## config.mk

```make
export PLATFORM = sky130hd
export DESIGN_NAME = smeb_core
export DESIGN_NICKNAME = d
export VERILOG_FILES = /design/src/logic/smeb_pkg.sv /design/src/logic/smeb_tick.sv /design/src/logic/smeb_core.sv
export SDC_FILE = /design/constraint.sdc
export NUM_CORES = 1
export LEC_CHECK = 0
export BUFFER_PORTS_ARGS = -buffer_cell sky130_fd_sc_hd__buf_4
export CORE_UTILIZATION = 57
export DETAILED_ROUTE_END_ITERATION = 16
export PLACE_DENSITY = 0.85
export SYNTH_ARGS = -nofsm -noshare
export SYNTH_HDL_FRONTEND = slang
export SYNTH_SLANG_ARGS = --single-unit
```

## constraint.sdc

```tcl
create_clock -name clk -period 6.5 [get_ports clk]
set_input_delay 1.95 -clock clk [delete_from_list [all_inputs] [get_ports clk]]
set_output_delay 1.95 -clock clk [all_outputs]
set_load 0.005 [all_outputs]
```

## src/logic/smeb_pkg.sv

```systemverilog
package smeb_pkg;

   // ------------------------------------------------------------
   // geometry
   // ------------------------------------------------------------
   localparam int          NUM_CS    = 4;
   localparam int          CS_W      = 2;
   localparam int          DIV_W     = 8;
   localparam int          BITS_W    = 4;
   localparam int          WORD_W    = 16;
   localparam int          CNT_W     = 6;
   localparam int          TDR_W     = 25;

   // ------------------------------------------------------------
   // transmit word layout
   // ------------------------------------------------------------
   localparam int          DATA_LSB  = 0;
   localparam int          PCS_LSB   = 16;
   localparam int          FINAL_BIT = 24;

   // ------------------------------------------------------------
   // codes and reset values
   // ------------------------------------------------------------
   localparam logic [BITS_W-1:0] BITS_8      = 4'h0;
   localparam logic [4:0]        BASE_WIDTH  = 5'h08;
   localparam logic [DIV_W-1:0]  DIV_ONE     = 8'h01;
   localparam logic [NUM_CS-1:0] CS_N_IDLE   = 4'hF;
   localparam logic              SCLK_RESET  = 1'b0;
   localparam logic [1:0]        EXTRA_HALVES = 2'h2;

   typedef enum logic [2:0] {
      ST_IDLE  = 3'b000,
      ST_LEAD  = 3'b001,
      ST_SHIFT = 3'b010,
      ST_EXTRA = 3'b011,
      ST_TRAIL = 3'b100
   } smeb_state_e;

   function automatic logic [4:0] smeb_width(input logic [BITS_W-1:0] code);
      smeb_width = 5'(BASE_WIDTH + {1'b0, code});
   endfunction : smeb_width

   function automatic logic smeb_div_is_one(input logic [DIV_W-1:0] div);
      smeb_div_is_one = (div <= DIV_ONE);
   endfunction : smeb_div_is_one

endpackage : smeb_pkg

```

## src/logic/smeb_tick.sv

```systemverilog
module smeb_tick
(
   input  wire logic                        clk,
   input  wire logic                        reset,
   input  wire logic                        run,
   input  wire logic [smeb_pkg::DIV_W-1:0]  div,
   output logic                             tick
);

   logic [smeb_pkg::DIV_W-1:0] count;

   // ------------------------------------------------------------
   // half period counter; divider zero behaves as one
   // ------------------------------------------------------------
   always_ff @(posedge clk or posedge reset)
   begin
      if (reset)
      begin
         count <= '0;
      end
      else if (!run || tick)
      begin
         count <= '0;
      end
      else
      begin
         count <= count + 8'h01;
      end
   end

   assign tick = run && (smeb_pkg::smeb_div_is_one(div) || (count == div - 8'h01));

endmodule : smeb_tick

```

## src/logic/smeb_core.sv

```systemverilog
module smeb_core
(
   input  wire logic                                               clk,
   input  wire logic                                               reset,
   input  wire logic [smeb_pkg::NUM_CS-1:0][smeb_pkg::DIV_W-1:0]   serial_clock_divider,
   input  wire logic [smeb_pkg::NUM_CS-1:0][smeb_pkg::BITS_W-1:0]  word_bits,
   input  wire logic [smeb_pkg::NUM_CS-1:0]                        idle_clock_level,
   input  wire logic [smeb_pkg::NUM_CS-1:0]                        capture_phase_select,
   input  wire logic [smeb_pkg::NUM_CS-1:0]                        cs_hold_after_transfer,
   input  wire logic                                               fixed_mode,
   input  wire logic [smeb_pkg::CS_W-1:0]                          fixed_cs,
   input  wire logic                                               soft_reset_cmd,
   input  wire logic                                               tx_write,
   input  wire logic [smeb_pkg::TDR_W-1:0]                         transmit_data_reg,
   input  wire logic                                               serial_data_in,
   output logic                                                    transmit_ready_flag,
   output logic                                                    transmit_idle_flag,
   output logic                                                    serial_clock_pin,
   output logic                                                    serial_data_out,
   output logic [smeb_pkg::NUM_CS-1:0]                             chip_select_n,
   output logic [smeb_pkg::WORD_W-1:0]                             rx_data,
   output logic                                                    rx_valid,
   output logic                                                    dma_halfword
);

   smeb_pkg::smeb_state_e state;
   logic [smeb_pkg::WORD_W-1:0] hold_data;
   logic [smeb_pkg::CS_W-1:0]   hold_cs;
   logic                        hold_final;
   logic                        hold_full;
   logic [smeb_pkg::WORD_W-1:0] word;
   logic [smeb_pkg::WORD_W-1:0] shreg;
   logic [smeb_pkg::WORD_W-1:0] rxreg;
   logic [smeb_pkg::CS_W-1:0]   cur_cs;
   logic [smeb_pkg::DIV_W-1:0]  cur_div;
   logic [smeb_pkg::DIV_W-1:0]  last_div;
   logic                        last_valid;
   logic [smeb_pkg::CS_W-1:0]   last_cs;
   logic [4:0]                  width;
   logic                        cur_idle_clock_level;
   logic                        cur_capture_phase_select;
   logic                        cur_hold;
   logic                        cur_final;
   logic                        extra;
   logic                        dup_arm;
   logic                        had_idle;
   logic                        half_reset;
   logic [smeb_pkg::CNT_W-1:0]  half_cnt;
   logic [1:0]                  extra_cnt;
   logic                        tick;
   logic                        start;
   logic                        ready_event;
   logic                        reset_ok;
   logic                        last_half;
   logic                        leading;
   logic                        do_sample;
   logic                        do_shift;
   logic [smeb_pkg::CS_W-1:0]   next_cs;
   logic [smeb_pkg::DIV_W-1:0]  next_div;
   logic [4:0]                  next_width;
   logic                        next_extra;
   logic                        next_dup;

   // ------------------------------------------------------------
   // start decode
   // ------------------------------------------------------------
   assign start       = (state == smeb_pkg::ST_IDLE) && hold_full;
   assign ready_event = start;
   assign reset_ok    = soft_reset_cmd && !ready_event;
   assign next_cs     = fixed_mode ? fixed_cs : hold_cs;
   assign next_div    = serial_clock_divider[next_cs];
   assign next_width  = smeb_pkg::smeb_width(word_bits[next_cs]);
   assign next_extra  = (idle_clock_level[next_cs] && !capture_phase_select[next_cs]
                         && ((next_div[0] && !smeb_pkg::smeb_div_is_one(next_div))
                             || (smeb_pkg::smeb_div_is_one(next_div) && last_valid
                                 && !smeb_pkg::smeb_div_is_one(last_div))))
                        || (smeb_pkg::smeb_div_is_one(next_div) && next_width[0]);
   assign next_dup    = cs_hold_after_transfer[next_cs] && smeb_pkg::smeb_div_is_one(next_div)
                        && last_valid && (last_cs == next_cs) && had_idle;
   assign last_half   = (half_cnt == smeb_pkg::CNT_W'({width, 1'b0} - 6'h01));
   assign leading     = !half_cnt[0];
   assign do_sample   = cur_capture_phase_select ? leading : !leading;
   assign do_shift    = cur_capture_phase_select ? !leading : (leading && (half_cnt != '0));

   assign transmit_ready_flag = !hold_full;
   assign transmit_idle_flag  = !hold_full && (state == smeb_pkg::ST_IDLE);

   smeb_tick u_tick
   (
      .clk   (clk),
      .reset (reset),
      .run   (state != smeb_pkg::ST_IDLE),
      .div   (cur_div),
      .tick  (tick)
   );

   // ------------------------------------------------------------
   // holding register
   // ------------------------------------------------------------
   always_ff @(posedge clk or posedge reset)
   begin
      if (reset)
      begin
         hold_full  <= 1'b0;
         hold_data  <= '0;
         hold_cs    <= '0;
         hold_final <= 1'b0;
      end
      else if (reset_ok)
      begin
         hold_full <= 1'b0;
      end
      else if (tx_write && !hold_full)
      begin
         hold_full  <= 1'b1;
         hold_data  <= transmit_data_reg[smeb_pkg::DATA_LSB +: smeb_pkg::WORD_W];
         hold_cs    <= transmit_data_reg[smeb_pkg::PCS_LSB +: smeb_pkg::CS_W];
         hold_final <= transmit_data_reg[smeb_pkg::FINAL_BIT];
      end
      else if (start)
      begin
         hold_full <= 1'b0;
      end
   end

   // ------------------------------------------------------------
   // sequencer
   // ------------------------------------------------------------
   always_ff @(posedge clk or posedge reset)
   begin
      if (reset)
      begin
         state     <= smeb_pkg::ST_IDLE;
         half_cnt  <= '0;
         extra_cnt <= '0;
      end
      else if (reset_ok)
      begin
         state <= smeb_pkg::ST_IDLE;
      end
      else
      begin
         case (state)
            smeb_pkg::ST_IDLE:
            begin
               if (start)
               begin
                  state <= smeb_pkg::ST_LEAD;
               end
            end
            smeb_pkg::ST_LEAD:
            begin
               if (tick)
               begin
                  state    <= smeb_pkg::ST_SHIFT;
                  half_cnt <= '0;
               end
            end
            smeb_pkg::ST_SHIFT:
            begin
               if (tick)
               begin
                  half_cnt <= half_cnt + 6'h01;
                  if (last_half)
                  begin
                     state     <= extra ? smeb_pkg::ST_EXTRA : smeb_pkg::ST_TRAIL;
                     extra_cnt <= '0;
                  end
               end
            end
            smeb_pkg::ST_EXTRA:
            begin
               if (tick)
               begin
                  extra_cnt <= extra_cnt + 2'h1;
                  if (extra_cnt == smeb_pkg::EXTRA_HALVES - 2'h1)
                  begin
                     state <= smeb_pkg::ST_TRAIL;
                  end
               end
            end
            smeb_pkg::ST_TRAIL:
            begin
               if (tick)
               begin
                  state <= dup_arm ? smeb_pkg::ST_LEAD : smeb_pkg::ST_IDLE;
               end
            end
            default:
            begin
               state <= smeb_pkg::ST_IDLE;
            end
         endcase
      end
   end

   // ------------------------------------------------------------
   // transfer setup latched at start
   // ------------------------------------------------------------
   always_ff @(posedge clk or posedge reset)
   begin
      if (reset)
      begin
         cur_cs    <= '0;
         cur_div   <= smeb_pkg::DIV_ONE;
         width     <= smeb_pkg::BASE_WIDTH;
         cur_idle_clock_level  <= 1'b0;
         cur_capture_phase_select <= 1'b0;
         cur_hold  <= 1'b0;
         cur_final <= 1'b0;
         word      <= '0;
         extra     <= 1'b0;
         dup_arm   <= 1'b0;
      end
      else if (start && !reset_ok)
      begin
         cur_cs    <= next_cs;
         cur_div   <= next_div;
         width     <= next_width;
         cur_idle_clock_level  <= idle_clock_level[next_cs];
         cur_capture_phase_select <= capture_phase_select[next_cs];
         cur_hold  <= cs_hold_after_transfer[next_cs];
         cur_final <= hold_final;
         word      <= hold_data;
         extra     <= next_extra;
         dup_arm   <= next_dup;
      end
      else if (state == smeb_pkg::ST_TRAIL && tick)
      begin
         dup_arm <= 1'b0;
      end
   end

   // ------------------------------------------------------------
   // history for the divider and same-slave effects
   // ------------------------------------------------------------
   always_ff @(posedge clk or posedge reset)
   begin
      if (reset)
      begin
         last_valid <= 1'b0;
         last_div   <= smeb_pkg::DIV_ONE;
         last_cs    <= '0;
         had_idle   <= 1'b0;
      end
      else if (start)
      begin
         last_valid <= 1'b1;
         last_div   <= next_div;
         last_cs    <= next_cs;
         had_idle   <= 1'b0;
      end
      else if (state == smeb_pkg::ST_IDLE)
      begin
         had_idle <= last_valid;
      end
   end

   // ------------------------------------------------------------
   // soft reset: a lone command leaves the cs/clock order broken
   // ------------------------------------------------------------
   always_ff @(posedge clk or posedge reset)
   begin
      if (reset)
      begin
         half_reset <= 1'b0;
      end
      else if (reset_ok)
      begin
         half_reset <= !half_reset;
      end
   end

   // ------------------------------------------------------------
   // shifter, capture and serial pins
   // ------------------------------------------------------------
   always_ff @(posedge clk or posedge reset)
   begin
      if (reset)
      begin
         shreg            <= '0;
         rxreg            <= '0;
         rx_data          <= '0;
         rx_valid         <= 1'b0;
         serial_data_out  <= 1'b0;
         serial_clock_pin <= smeb_pkg::SCLK_RESET;
      end
      else
      begin
         rx_valid <= 1'b0;
         if (state == smeb_pkg::ST_LEAD)
         begin
            // reload from the latched word so a repeated word goes out unchanged
            shreg            <= word;
            rxreg            <= '0;
            serial_data_out  <= word[4'(width - 5'h01)];
            serial_clock_pin <= cur_idle_clock_level;
         end
         else if ((state == smeb_pkg::ST_SHIFT || state == smeb_pkg::ST_EXTRA) && tick)
         begin
            serial_clock_pin <= !serial_clock_pin;
            if (state == smeb_pkg::ST_SHIFT)
            begin
               if (do_sample)
               begin
                  rxreg <= {rxreg[smeb_pkg::WORD_W-2:0], serial_data_in};
               end
               if (do_shift)
               begin
                  shreg           <= {shreg[smeb_pkg::WORD_W-2:0], 1'b0};
                  serial_data_out <= shreg[4'(width - 5'h02)];
               end
               if (last_half)
               begin
                  rx_valid <= 1'b1;
                  rx_data  <= do_sample ? {rxreg[smeb_pkg::WORD_W-2:0], serial_data_in} : rxreg;
               end
            end
         end
         else if (state == smeb_pkg::ST_IDLE && start)
         begin
            serial_clock_pin <= idle_clock_level[next_cs];
         end
      end
   end

   // ------------------------------------------------------------
   // chip selects
   // ------------------------------------------------------------
   always_ff @(posedge clk or posedge reset)
   begin
      if (reset)
      begin
         chip_select_n <= smeb_pkg::CS_N_IDLE;
      end
      else if (reset_ok)
      begin
         chip_select_n <= smeb_pkg::CS_N_IDLE;
      end
      else if (state == smeb_pkg::ST_LEAD && tick)
      begin
         chip_select_n <= ~(smeb_pkg::NUM_CS'(1) << cur_cs);
      end
      else if (state == smeb_pkg::ST_LEAD && !half_reset)
      begin
         chip_select_n <= ~(smeb_pkg::NUM_CS'(1) << cur_cs);
      end
      else if (state == smeb_pkg::ST_TRAIL && tick && !dup_arm && (!cur_hold || cur_final))
      begin
         chip_select_n <= smeb_pkg::CS_N_IDLE;
      end
   end

   // ------------------------------------------------------------
   // DMA transfer size always taken from chip select 0
   // ------------------------------------------------------------
   always_ff @(posedge clk or posedge reset)
   begin
      if (reset)
      begin
         dma_halfword <= 1'b0;
      end
      else
      begin
         dma_halfword <= (word_bits[0] != smeb_pkg::BITS_8);
      end
   end

   // ------------------------------------------------------------
   // checks
   // ------------------------------------------------------------
   property p_size_cs0;
      @(posedge clk) disable iff (reset) ##1 dma_halfword == ($past(word_bits[0]) != smeb_pkg::BITS_8);
   endproperty
   a_size_cs0: assert property (p_size_cs0) else $error("transfer size not from cs0");

   property p_reset_collision;
      @(posedge clk) disable iff (reset) soft_reset_cmd && start |=> state == smeb_pkg::ST_LEAD;
   endproperty
   a_reset_collision: assert property (p_reset_collision) else $error("colliding soft reset acted");

   property p_odd_div_pulse;
      @(posedge clk) disable iff (reset)
         start && !reset_ok && idle_clock_level[next_cs] && !capture_phase_select[next_cs]
         && next_div[0] && next_div > 8'h01 |=> extra;
   endproperty
   a_odd_div_pulse: assert property (p_odd_div_pulse) else $error("odd divider pulse missing");

   property p_div1_odd_bits;
      @(posedge clk) disable iff (reset)
         start && !reset_ok && next_div == 8'h01
         && !(idle_clock_level[next_cs] && !capture_phase_select[next_cs] && last_valid && last_div > 8'h01)
         |=> extra == width[0];
   endproperty
   a_div1_odd_bits: assert property (p_div1_odd_bits) else $error("divider one pulse wrong");

   property p_all_div1;
      @(posedge clk) disable iff (reset)
         start && !reset_ok && next_div == 8'h01 && last_div == 8'h01 && !next_width[0] |=> !extra;
   endproperty
   a_all_div1: assert property (p_all_div1) else $error("spurious pulse at uniform divider");

   property p_dup;
      @(posedge clk) disable iff (reset) start && !reset_ok && next_dup |=> dup_arm;
   endproperty
   a_dup: assert property (p_dup) else $error("repeat not armed");

   property p_final_release;
      @(posedge clk) disable iff (reset)
         state == smeb_pkg::ST_TRAIL && tick && !dup_arm && cur_final && !reset_ok
         |=> chip_select_n == smeb_pkg::CS_N_IDLE && state == smeb_pkg::ST_IDLE;
   endproperty
   a_final_release: assert property (p_final_release) else $error("cs held after final word");

   property p_half_reset;
      @(posedge clk) disable iff (reset)
         state == smeb_pkg::ST_LEAD && !tick && half_reset && !reset_ok |=> $stable(chip_select_n);
   endproperty
   a_half_reset: assert property (p_half_reset) else $error("soft reset count wrong");

   property p_idle_level;
      @(posedge clk) disable iff (reset)
         state == smeb_pkg::ST_TRAIL && tick && !dup_arm && !reset_ok |=> serial_clock_pin == cur_idle_clock_level;
   endproperty
   a_idle_level: assert property (p_idle_level) else $error("clock not at idle level");

endmodule : smeb_core

```

### Word level (Yosys, flattened, before mapping)

Index checks and enable logic that the tools add are counted.

| word-level totals | value |
|---|---|
| register bits | 145 |
| output and inout port bits | 26 |
| input port bits | 93 |
| word-level logic and storage cells | 196 |

| operators by class | value |
|---|---|
| multiplexer cells | 66 |
| bitwise gates (word level) | 3 |
| add/subtract/negate cells | 8 |
| equality and inequality tests | 19 |
| shifts and indexed selects | 1 |
| reductions and logical operators | 62 |
| $lt $le $gt $ge | 6 |

Operators with widths:

| kind | count |
|---|---|
| $mux W16 | 8 |
| $mux W3 | 9 |
| $mux W1 | 26 |
| $le A8 B1 Y1 const B | 3 |
| $logic_and A1 B1 Y1 | 24 |
| $ne A3 B3 Y1 const B | 7 |
| $mux W4 | 5 |
| $bmux W8 S2 | 1 |
| $mux W8 | 2 |
| $pmux W3 S5 | 1 |
| $logic_not A1 Y1 | 12 |
| $mux W6 | 2 |
| $pmux W6 S2 | 1 |
| $reduce_bool A2 Y1 | 6 |
| $lt A4 B5 Y1 const B | 2 |
| $reduce_bool A3 Y1 | 3 |
| $add A8 B1 Y8 const B | 1 |
| $bmux W1 S4 | 2 |
| $bmux W4 S2 | 1 |
| $eq A8 B8 Y1 | 1 |
| $mux W2 | 4 |
| $ne A2 B2 Y1 const B | 4 |
| $reduce_and A4 Y1 | 2 |
| $reduce_bool A4 Y1 | 2 |
| other kinds (26) | 36 |

### Logic depth before layout (Yosys ltp)

Gate-level depths: netlist of the first run.

| logic depth | value |
|---|---|
| depth after elaboration | 11 |
| mapped depth | 11 |
| mapped depth without buffers | 9 |

### Cells and area by module

From an unflattened synthesis of the first run, not the netlist that was laid out.

| unflattened totals | value |
|---|---|
| cell total of the unflattened synthesis | 696 |
| area total of the unflattened synthesis | 7235.7 um2 |

Modules (own cells, without submodules):

| module | cells an instance | seq. area each (um2) | instances | area each (um2) |
|---|---|---|---|---|
| smeb_core | 626 | 3410.8 | 1 | 6615.1 |
| smeb_tick | 70 | 200.2 | 1 | 620.6 |

### Least setup slack after synthesis of the first run

Ideal clock, no wire load.

| timing path | value |
|---|---|
| path type | input to register |
| start | input port fixed_mode |
| end | register width[1] |
| buffers on the path | 2 |
| required time | 6.368 ns |
| setup slack | 2.803 ns |
| library setup time | 0.132 ns |
| cell stages on the path | 6 |
| arrival time | 3.565 ns |
| path through | mux2i_2 -> clkbuf_1 -> buf_2 -> mux2_2 -> o211ai_1 -> o21ai_0 |

| between the ends | value |
|---|---|
| longest elaborated chain between the ends | 4 |

RTL lines:

| what | line | RTL |
|---|---|---|
| from (decl) | smeb_core.sv:10 | `input wire logic fixed_mode,` |
| $mux W2 | smeb_core.sv:70 | `assign next_cs = fixed_mode ? fixed_cs : hold_cs;` |
| $bmux W4 S2 | smeb_core.sv:72 | `assign next_width = smeb_pkg::smeb_width(word_bits[next_cs]);` |
| $mux W4 (implied by the code) | smeb_core.sv:72 |  |
| $add A4 B4 Y5 | smeb_pkg.sv:40 | `smeb_width = 5'(BASE_WIDTH + {1'b0, code});` |
| to (signal assigned) | smeb_core.sv:206 | `width <= smeb_pkg::BASE_WIDTH;` |
| to (signal assigned) | smeb_core.sv:219 | `width <= next_width;` |
| to (decl) | smeb_core.sv:39 | `logic [4:0] width;` |

No other way between the ends. The select of a mux whose other input is x is not followed.
A chain may end at the register's enable or synchronous reset.

### Final worst setup path of the first run

| timing path | value |
|---|---|
| start | input port fixed_mode |
| end | register extra |

| between the ends | value |
|---|---|
| longest elaborated chain between the ends | 9 |
| elaborated cells on any way between the ends | 21 |
| classes of those cells | add/sub: 1; order compare: 1; mux: 9; reduce/logical: 10 |

RTL lines:

| what | line | RTL |
|---|---|---|
| $mux W2 (*) | smeb_core.sv:70 |  |
| $bmux W8 S2 | smeb_core.sv:71 | `assign next_div = serial_clock_divider[next_cs];` |
| $mux W8 (implied by the code) | smeb_core.sv:71 |  |
| $le A8 B1 Y1 | smeb_pkg.sv:44 | `smeb_div_is_one = (div <= DIV_ONE);` |
| $logic_not A1 Y1 / $logic_and A1 B1 Y1 (equally long branches) | smeb_core.sv:74, smeb_core.sv:75 |  |
| $logic_and A1 B1 Y1 (on tied branches) | smeb_core.sv:74, smeb_core.sv:76 |  |
| $logic_or A1 B1 Y1 | smeb_core.sv:75 | `\|\| (smeb_pkg::smeb_div_is_one(next_div) && last_valid` |
| $logic_and A1 B1 Y1 | smeb_core.sv:74 | `&& ((next_div[0] && !smeb_pkg::smeb_div_is_one(next_div))` |
| $logic_or A1 B1 Y1 (*) | smeb_core.sv:77 | `\|\| (smeb_pkg::smeb_div_is_one(next_div) && next_width[0]);` |
| to (signal assigned) | smeb_core.sv:225 | `extra <= next_extra;` |
| to (decl) | smeb_core.sv:44 | `logic extra;` |

Mark *: on every way between the ends. The rest lies on a longest branch, timed or not. The select of a mux whose other input is x is not followed.

==> impl_metrics.sql, run 1 <==
INSERT INTO impl_metrics (metric_group, metric, value, unit) VALUES
('drt', 'drc_errors_left', '0', ''),
('drt', 'post_drt_via_cell_ratio', '5.881', ''),
('cts', 'htree_levels', '4', ''),
('drt', 'detailedRoute.firstPassIterationCount', '5', ''),
('drt', 'wire_per_inst', '16.99', 'um'),
('finish', 'proportion_of_layout_cells_with_a_drive_suffix_above_1', '25.27', '%'),
('worst_setup_path', 'cp-endpoint', 'extra', ''),
('placed_design', 'gpl.final_weighted_congestion', '0.8699', ''),
('synthesis', 'syn_inst', '722', ''),
('grt', 'maximum_number_of_pins_on_one_net_before_global_route_repair', '93', ''),
('pwr', 'power_density', '414.2', 'nW/um^2'),
('timing', 'setup_repair_after_global_routing_missed_its_margin', 'no', ''),
('timing', 'setup_total_negative_slack', '0', 'ns'),
('floorplan', 'floorplan.die.width', '116.1', 'um'),
('cts', 'cts_sinks', '144', ''),
('timing', 'timing.slew.headroom', '17.11', '%'),
('hold_path', 'worstHoldPathType', 'reg2reg', ''),
('synthesis', 'postSynthRegisterBits', '144', ''),
('cts', 'cts.repair_timing.setup_buffer_count', '0', ''),
('worst_setup_path', 'crit_start', 'fixed_mode', ''),
('finish', 'antenna_cells', '0', ''),
('outcome', 'outcome', 'complete, no violations', ''),
('timing', 'final_period_util', '62.46', '%'),
('cts', 'ctsResizeCount', '0', ''),
('job', 'max_cap_violations', '0', ''),
('cts', 'max-clock-path-buffers', '2', ''),
('synthesis', 'ys.warnings.count', '0', ''),
('drt', 'dr.first_iter.drc_count', '548', ''),
('synthesis', 'synth_xor_xnor_area_share', '3.186', '%'),
('timing', 'timing_worst_slew_pin_value', '1.217', 'ns'),
('floorplan', 'initial_core_util', '58.59', '%'),
('cts', 'clk_root_buffer_cell', 'sky130_fd_sc_hd__clkbuf_16', ''),
('grt', 'antenna_found_initial', '0', ''),
('finish', 'nets', '920', ''),
('cts', 'postCtsHoldBufs', '0', ''),
('timing', 'final_count_of_negative_setup_slack_endpoints', '0', ''),
('pwr', 'power_frac_seq', '37.8', '%'),
('timing', 'max_freq', '0.2463', 'GHz'),
('worst_setup_path', 'rrSetupSlack', '3.33', 'ns'),
('drt', 'ant_nets', '0', ''),
('pwr', 'p_clk_share', '28.0', '%'),
('pwr', 'cellInternalPower', '2.400', 'mW'),
('grt', 'first_global_vias', '5927', ''),
('timing', 'clock_skew', '0.01037', 'ns'),
('grt', 'remaining_global_route_overflow', '0', ''),
('drt', 'total_vias_in_the_final_route', '5899', ''),
('worst_setup_path', 'critical_path.startpoint_type', 'input pin', ''),
('worst_setup_path', 'crit_path_end_kind', 'flop', ''),
('synthesis', 'postSynthAreaPerCell', '10.28', 'um^2'),
('floorplan', 'fp.dieArea', '13480', 'um^2'),
('worst_setup_path', 'critical_path.max_fanout', '35', ''),
('synthesis', 'yosys.area_share.adder', '1.517', '%'),
('finish', 'final_common_cell', 'sky130_fd_sc_hd__nand2_1', ''),
('floorplan', 'core_area', '12670', 'um^2'),
('cts', 'cts_tree', 'done', ''),
('finish', 'most-common-layout-cells', 'sky130_fd_sc_hd__nand2_1, sky130_fd_sc_hd__dfrtp_1, sky130_fd_sc_hd__buf_4', ''),
('floorplan', 'dieHeight', '116.1', 'um'),
('synthesis', 'synth-edff-count', '0', ''),
('timing', 'whs', '0.4699', 'ns'),
('floorplan', 'row_count', '41', ''),
('finish', 'flow.area_growth_from_synthesis', '21.62', '%'),
('worst_setup_path', 'setup.worst_path.class', 'in2reg', ''),
('placed_design', 'io_buffer_count', '112', ''),
('cts', 'clk_pin_slew_worst_paths', '0.06', 'ns'),
('worst_setup_path', 'required', '6.79', 'ns'),
('drt', 'totalWireLength', '17040', 'um'),
('synthesis', 'synth_compound_gate_area_share', '11.76', '%'),
('timing', 'report.final.slew_viol_count', '0', ''),
('floorplan', 'floorplan.io_pins', '119', ''),
('timing', 'finalWorstPathRequiredPeriod', '4.060', 'ns'),
('pwr', 'p_sw_share', '35.84', '%');
how the worst min path moves through the flow:
stage / start / endpoint / depth (start not counted)
6_report: chip_select_n[1] / chip_select_n[1] / 2
5_1_grt: chip_select_n[0] / chip_select_n[0] / 2
4_1_cts: chip_select_n[1] / chip_select_n[1] / 2
3_5_place_dp: hold_final / cur_final / 2
3_3_place_gp: hold_data[2] / word[2] / 2
2_1_floorplan: hold_final / cur_final / 2
registers in the layout, indices dropped and copies added, names as in the netlist, 6 cells and up:
register	cells
cur_div	8
half_cnt	6
hold_data	16
last_div	7
rx_data	16
rxreg	16
shreg	16
u_tick.count	8
word	16
cell type report:
type / count / area, um^2
Clock buffer: 19 / 452.9
Clock inverter: 13 / 183.9
Fill cell: 841 / 3642
Inverter: 20 / 80.08
Multi-Input combinational cell: 518 / 3607
Sequential cell: 144 / 3611
Tap cell: 172 / 215.2
Timing Repair Buffer: 117 / 878.3
worst max-delay path, cell delays in order:
cell                       delay [ns]
sky130_fd_sc_hd__buf_4           0.12
sky130_fd_sc_hd__mux2i_4         0.98
sky130_fd_sc_hd__mux4_2          0.50
sky130_fd_sc_hd__nor2b_1         0.20
sky130_fd_sc_hd__and3_1          0.22
sky130_fd_sc_hd__nor4_1          0.29
sky130_fd_sc_hd__a221oi_1        0.09
synth_stat cells, types with 4 or more instances:
| cell | instances | area share (%) |
|---|---|---|
| sky130_fd_sc_hd__a211oi_1 | 8 | 0.81 |
| sky130_fd_sc_hd__a21oi_1 | 20 | 1.3 |
| sky130_fd_sc_hd__a22o_1 | 16 | 1.9 |
| sky130_fd_sc_hd__a32oi_1 | 4 | 0.47 |
| sky130_fd_sc_hd__and3_1 | 5 | 0.42 |
| sky130_fd_sc_hd__buf_2 | 13 | 0.88 |
| sky130_fd_sc_hd__clkbuf_1 | 26 | 1.3 |
| sky130_fd_sc_hd__dfrtp_1 | 138 | 47 |
| sky130_fd_sc_hd__dfstp_2 | 6 | 2.1 |
| sky130_fd_sc_hd__ha_1 | 9 | 1.5 |
| sky130_fd_sc_hd__inv_1 | 20 | 1.0 |
| sky130_fd_sc_hd__mux2_2 | 21 | 3.2 |
| sky130_fd_sc_hd__mux2i_1 | 53 | 7.1 |
| sky130_fd_sc_hd__mux4_2 | 15 | 4.6 |
| sky130_fd_sc_hd__nand2_1 | 149 | 7.5 |
| sky130_fd_sc_hd__nand2b_1 | 7 | 0.59 |
| sky130_fd_sc_hd__nand3_1 | 14 | 0.94 |
| sky130_fd_sc_hd__nor2_1 | 40 | 2.0 |
| sky130_fd_sc_hd__nor2b_1 | 11 | 0.93 |
| sky130_fd_sc_hd__nor3_1 | 8 | 0.54 |
| sky130_fd_sc_hd__o211ai_1 | 4 | 0.40 |
| sky130_fd_sc_hd__o21ai_0 | 29 | 2.0 |
| sky130_fd_sc_hd__o21ai_1 | 20 | 1.3 |
| sky130_fd_sc_hd__xnor2_1 | 13 | 1.5 |
| sky130_fd_sc_hd__xor2_1 | 14 | 1.7 |
metrics by stage:
step	utilization (%)	setup slack, ns	instance area (um^2)	cells	total power [mW]
CTS	71.26	2.476	9029	1003	3.739
global placement	66.23	2.234	8392	971	2.598
global route	71.26	2.342	9029	1003	3.959
floorplan	-	0.6937	7423	722	2.326
finish	71.26	2.440	9029	1003	3.740
detailed placement	66.23	2.095	8392	971	2.670
power by group through the flow:
stage / clock (mW) / combinational, mW / sequential (mW)
after floorplan: 0 / 1.02 / 1.31
after global placement: 0 / 1.20 / 1.40
after detailed placement: 0 / 1.25 / 1.42
after CTS: 1.06 / 1.28 / 1.41
after global routing: 1.10 / 1.41 / 1.45
final: 1.05 / 1.28 / 1.42
cells by family after synthesis:
kind of cell,count (synthesis)
AO/OA/AOI/OAI,129
XOR/XNOR,27
adder cells (fa/ha/maj),9
buffers and inverters,60
flip-flops,144
multiplexers,93
AND/OR/NAND/NOR,260
layer usage:
layer  wire (um)  track usage (%)  vias to the layer above  part of all wire, %
met4         324            10.43                        0                  1.9
li1            -                -                     2733                    -
met3        1055            6.591                       33                  6.2
met5           0                0                        -                    0
met2        8359            45.99                      255                   49
met1        7300            35.85                     2878                   43
No activity file was read; power rests on OpenSTA's default activity.
==> run 2, diff against run 1 <==
CORE_UTILIZATION = 51   (was 57)
PLACE_DENSITY = 0.81   (was 0.85)
clock period = 3.33 ns   (was 6.5 ns; I/O delays follow)
==> impl_metrics.sql, run 2 (synthesis gave the netlist of run 1 again) <==
INSERT INTO impl_metrics (metric_group, metric, value, unit) VALUES
('cts', 'clock_insertion_delay_at_the_later_pin_of_the_skew_report', '0.42', 'ns'),
('finish', 'antenna_cells', '0', ''),
('pwr', 'max-vdd-ir-drop', '0.4134', 'mV'),
('timing', 'timing.slew.headroom', '49.73', '%'),
('finish', 'final-seq-area', '3611', 'um^2'),
('drt', 'detailedRoute.firstPassIterationCount', '5', ''),
('worst_setup_path', 'critical_path.max_fanout', '15', ''),
('grt', 'grtUsageTotal', '23.53', '%'),
('hold_path', 'hold_depth', '2', ''),
('cts', 'postCtsHoldBufs', '0', ''),
('timing', 'final_period_util', '86.78', '%'),
('drt', 'wire_per_inst', '15.96', 'um'),
('timing', 'finalWorstPathRequiredPeriod', '2.890', 'ns'),
('drt', 'dr.first_iter.drc_count', '493', ''),
('hold_path', 'worstHoldPathType', 'reg2reg', ''),
('finish', 'multi_input_area', '3612', 'um^2'),
('timing', 'report.final.slew_viol_count', '0', ''),
('floorplan', 'core_area', '14040', 'um^2'),
('cts', 'cts_made_buffers', '17', ''),
('worst_setup_path', 'setup.worst_path.class', 'reg2reg', ''),
('finish', 'n_fill_cell', '1091', ''),
('hold_path', 'hold_path_startpoint', 'chip_select_n[1]', ''),
('cts', 'clk_root_buffer_cell', 'sky130_fd_sc_hd__clkbuf_16', ''),
('grt', 'maximum_number_of_pins_on_one_net_before_global_route_repair', '145', ''),
('pwr', 'power_frac_seq', '38.0', '%'),
('finish', 'final_common_cell', 'sky130_fd_sc_hd__nand2_1', ''),
('pwr', 'power_density', '790.0', 'nW/um^2'),
('drt', 'route.met3.wl', '953', 'um'),
('cts', 'ctsResizeCount', '0', ''),
('floorplan', 'dieHeight', '122.6', 'um'),
('timing', 'finalHoldViolCount', '0', ''),
('timing', 'max_freq', '0.3460', 'GHz'),
('timing', 'setup_total_negative_slack', '0', 'ns'),
('pwr', 'share_comb_of_total_power', '35.4', '%'),
('drt', 'drc_errors_left', '0', ''),
('finish', 'proportion_of_layout_cells_with_a_drive_suffix_above_1', '26.33', '%'),
('worst_setup_path', 'worst_ep_arrival_time', '3.24', 'ns'),
('drt', 'post_drt_via_cell_ratio', '5.677', ''),
('placed_design', 'gpl.final_weighted_congestion', '0.8459', ''),
('floorplan', 'fp.dieArea', '15040', 'um^2'),
('drt', 'ant_nets', '0', ''),
('grt', 'remaining_global_route_overflow', '0', ''),
('floorplan', 'row_count', '43', ''),
('cts', 'max-clock-path-buffers', '2', ''),
('cts', 'cts.repair_timing.setup_buffer_count', '0', ''),
('finish', 'nets', '932', ''),
('job', 'max_cap_violations', '0', ''),
('grt', 'antenna_found_initial', '0', ''),
('worst_setup_path', 'critical_path.startpoint_type', 'flop', ''),
('cts', 'cts_tree', 'done', ''),
('finish', 'most-common-layout-cells', 'sky130_fd_sc_hd__nand2_1, sky130_fd_sc_hd__dfrtp_1, sky130_fd_sc_hd__buf_4', ''),
('finish', 'final_util', '64.90', '%'),
('cts', 'htree_levels', '4', ''),
('worst_setup_path', 'crit_path_end_kind', 'flop', ''),
('pwr', 'power.leakage', '4.355', 'nW'),
('pwr', 'power.net_switching', '2.614', 'mW'),
('drt', 'totalWireLength', '16320', 'um'),
('outcome', 'outcome', 'complete, no violations', ''),
('drt', 'met2WireLength', '7661', 'um'),
('timing', 'clock_skew', '0.007275', 'ns'),
('timing', 'timing_worst_slew_pin_value', '0.7540', 'ns'),
('cts', 'cts_sinks', '144', ''),
('pwr', 'p_clk_share', '26.6', '%'),
('floorplan', 'initial_core_util', '52.86', '%'),
('worst_setup_path', 'regToRegStartpoint', 'cur_div[0]', ''),
('grt', 'global_route_wire_length_before_repair', '27370', 'um'),
('placed_design', 'dpl.hpwl', '11220', 'um'),
('drt', 'total_vias_in_the_final_route', '5808', ''),
('worst_setup_path', 'worst_r2r_path_depth', '8', ''),
('drt', 'wl_met1', '7447', 'um'),
('drt', 'routed.top_layer', 'met4', ''),
('pwr', 'p_sw_share', '36.30', '%'),
('placed_design', 'io_buffer_count', '112', ''),
('worst_setup_path', 'required', '3.68', 'ns'),
('timing', 'final_count_of_negative_setup_slack_endpoints', '0', ''),
('floorplan', 'floorplan.die.width', '122.6', 'um'),
('finish', 'flow.area_growth_from_synthesis', '22.77', '%'),
('grt', 'first_global_vias', '5704', ''),
('hold_path', 'whs_endpoint', 'chip_select_n[1]', ''),
('floorplan', 'floorplan.io_pins', '119', ''),
('worst_setup_path', 'crit_start', 'cur_div[0]', ''),
('timing', 'setup_repair_after_global_routing_missed_its_margin', 'no', ''),
('cts', 'clk_pin_slew_worst_paths', '0.06', 'ns'),
('worst_setup_path', 'r2r-end', 'half_cnt[4]', ''),
('pwr', 'cellInternalPower', '4.586', 'mW'),
('worst_setup_path', 'rrSetupSlack', '0.44', 'ns');
==> run 2: cell count changes in the layout (fill, tap and decap cells not counted), sizes merged <==
cell    previous run  this run
buf              117       129
bufinv             4         2
inv               22        23
clkinv             4         5
==> run 2: worst max-delay path: stages (launching register included) <==
cell and delay, ns:
sky130_fd_sc_hd__dfstp_2 0.60, sky130_fd_sc_hd__inv_1 0.07, sky130_fd_sc_hd__ha_1 0.27, sky130_fd_sc_hd__or3_1 0.38, sky130_fd_sc_hd__a31o_1 0.28, sky130_fd_sc_hd__a211oi_4 0.35, sky130_fd_sc_hd__nor2_2 0.22, sky130_fd_sc_hd__or4_1 0.55
sky130_fd_sc_hd__nand3_1 0.09
==> run 2: area by class of cell <==
cell class,count,area share (%)
Sequential cell,144,39.62
Tap cell,180,2.471
Inverter,20,0.8649
Timing Repair Buffer,129,10.76
Clock buffer,19,4.970
Clock inverter,13,1.675
Multi-Input combinational cell,518,39.63
==> run 2: worst max-delay path by stage <==
stage | slack [ns] | to | cells after the start
after detailed placement | 0.23 | extra | 9
after global placement | 0.26 | extra | 8
after global routing | 0.32 | half_cnt[0] | 8
after floorplan | 0.53 | cur_capture_phase_select | 1
after CTS | 0.45 | transmit_idle_flag | 3
final | 0.44 | half_cnt[4] | 8
==> run 2: power by group through the flow <==
stage | Clock (mW) | Combinational (mW) | Sequential [mW]
after floorplan | 0 | 1.98 | 2.56
after global placement | 0 | 2.44 | 2.73
after detailed placement | 0 | 2.51 | 2.75
after CTS | 1.94 | 2.54 | 2.72
after global routing | 2.03 | 2.81 | 2.80
final | 1.92 | 2.55 | 2.73
==> run 2: per-layer routing <==
layer,vias to the layer above,global-route usage [%]
li1,2767,-
met1,2797,31.99
met2,223,37.18
met3,21,4.972
met4,0,8.460
met5,-,0
==> run 2: stage by stage <==
step	total power, mW	area [um^2]	hold slack [ns]	setup slack, ns	cells
floorplan	4.541	7427	0.4348	0.5309	722
global placement	5.161	8508	0.4474	0.2589	991
detailed placement	5.259	8508	0.4488	0.2277	991
CTS	7.212	9114	0.4642	0.4477	1023
global route	7.637	9114	0.4825	0.3158	1023
finish	7.200	9114	0.4616	0.4402	1023
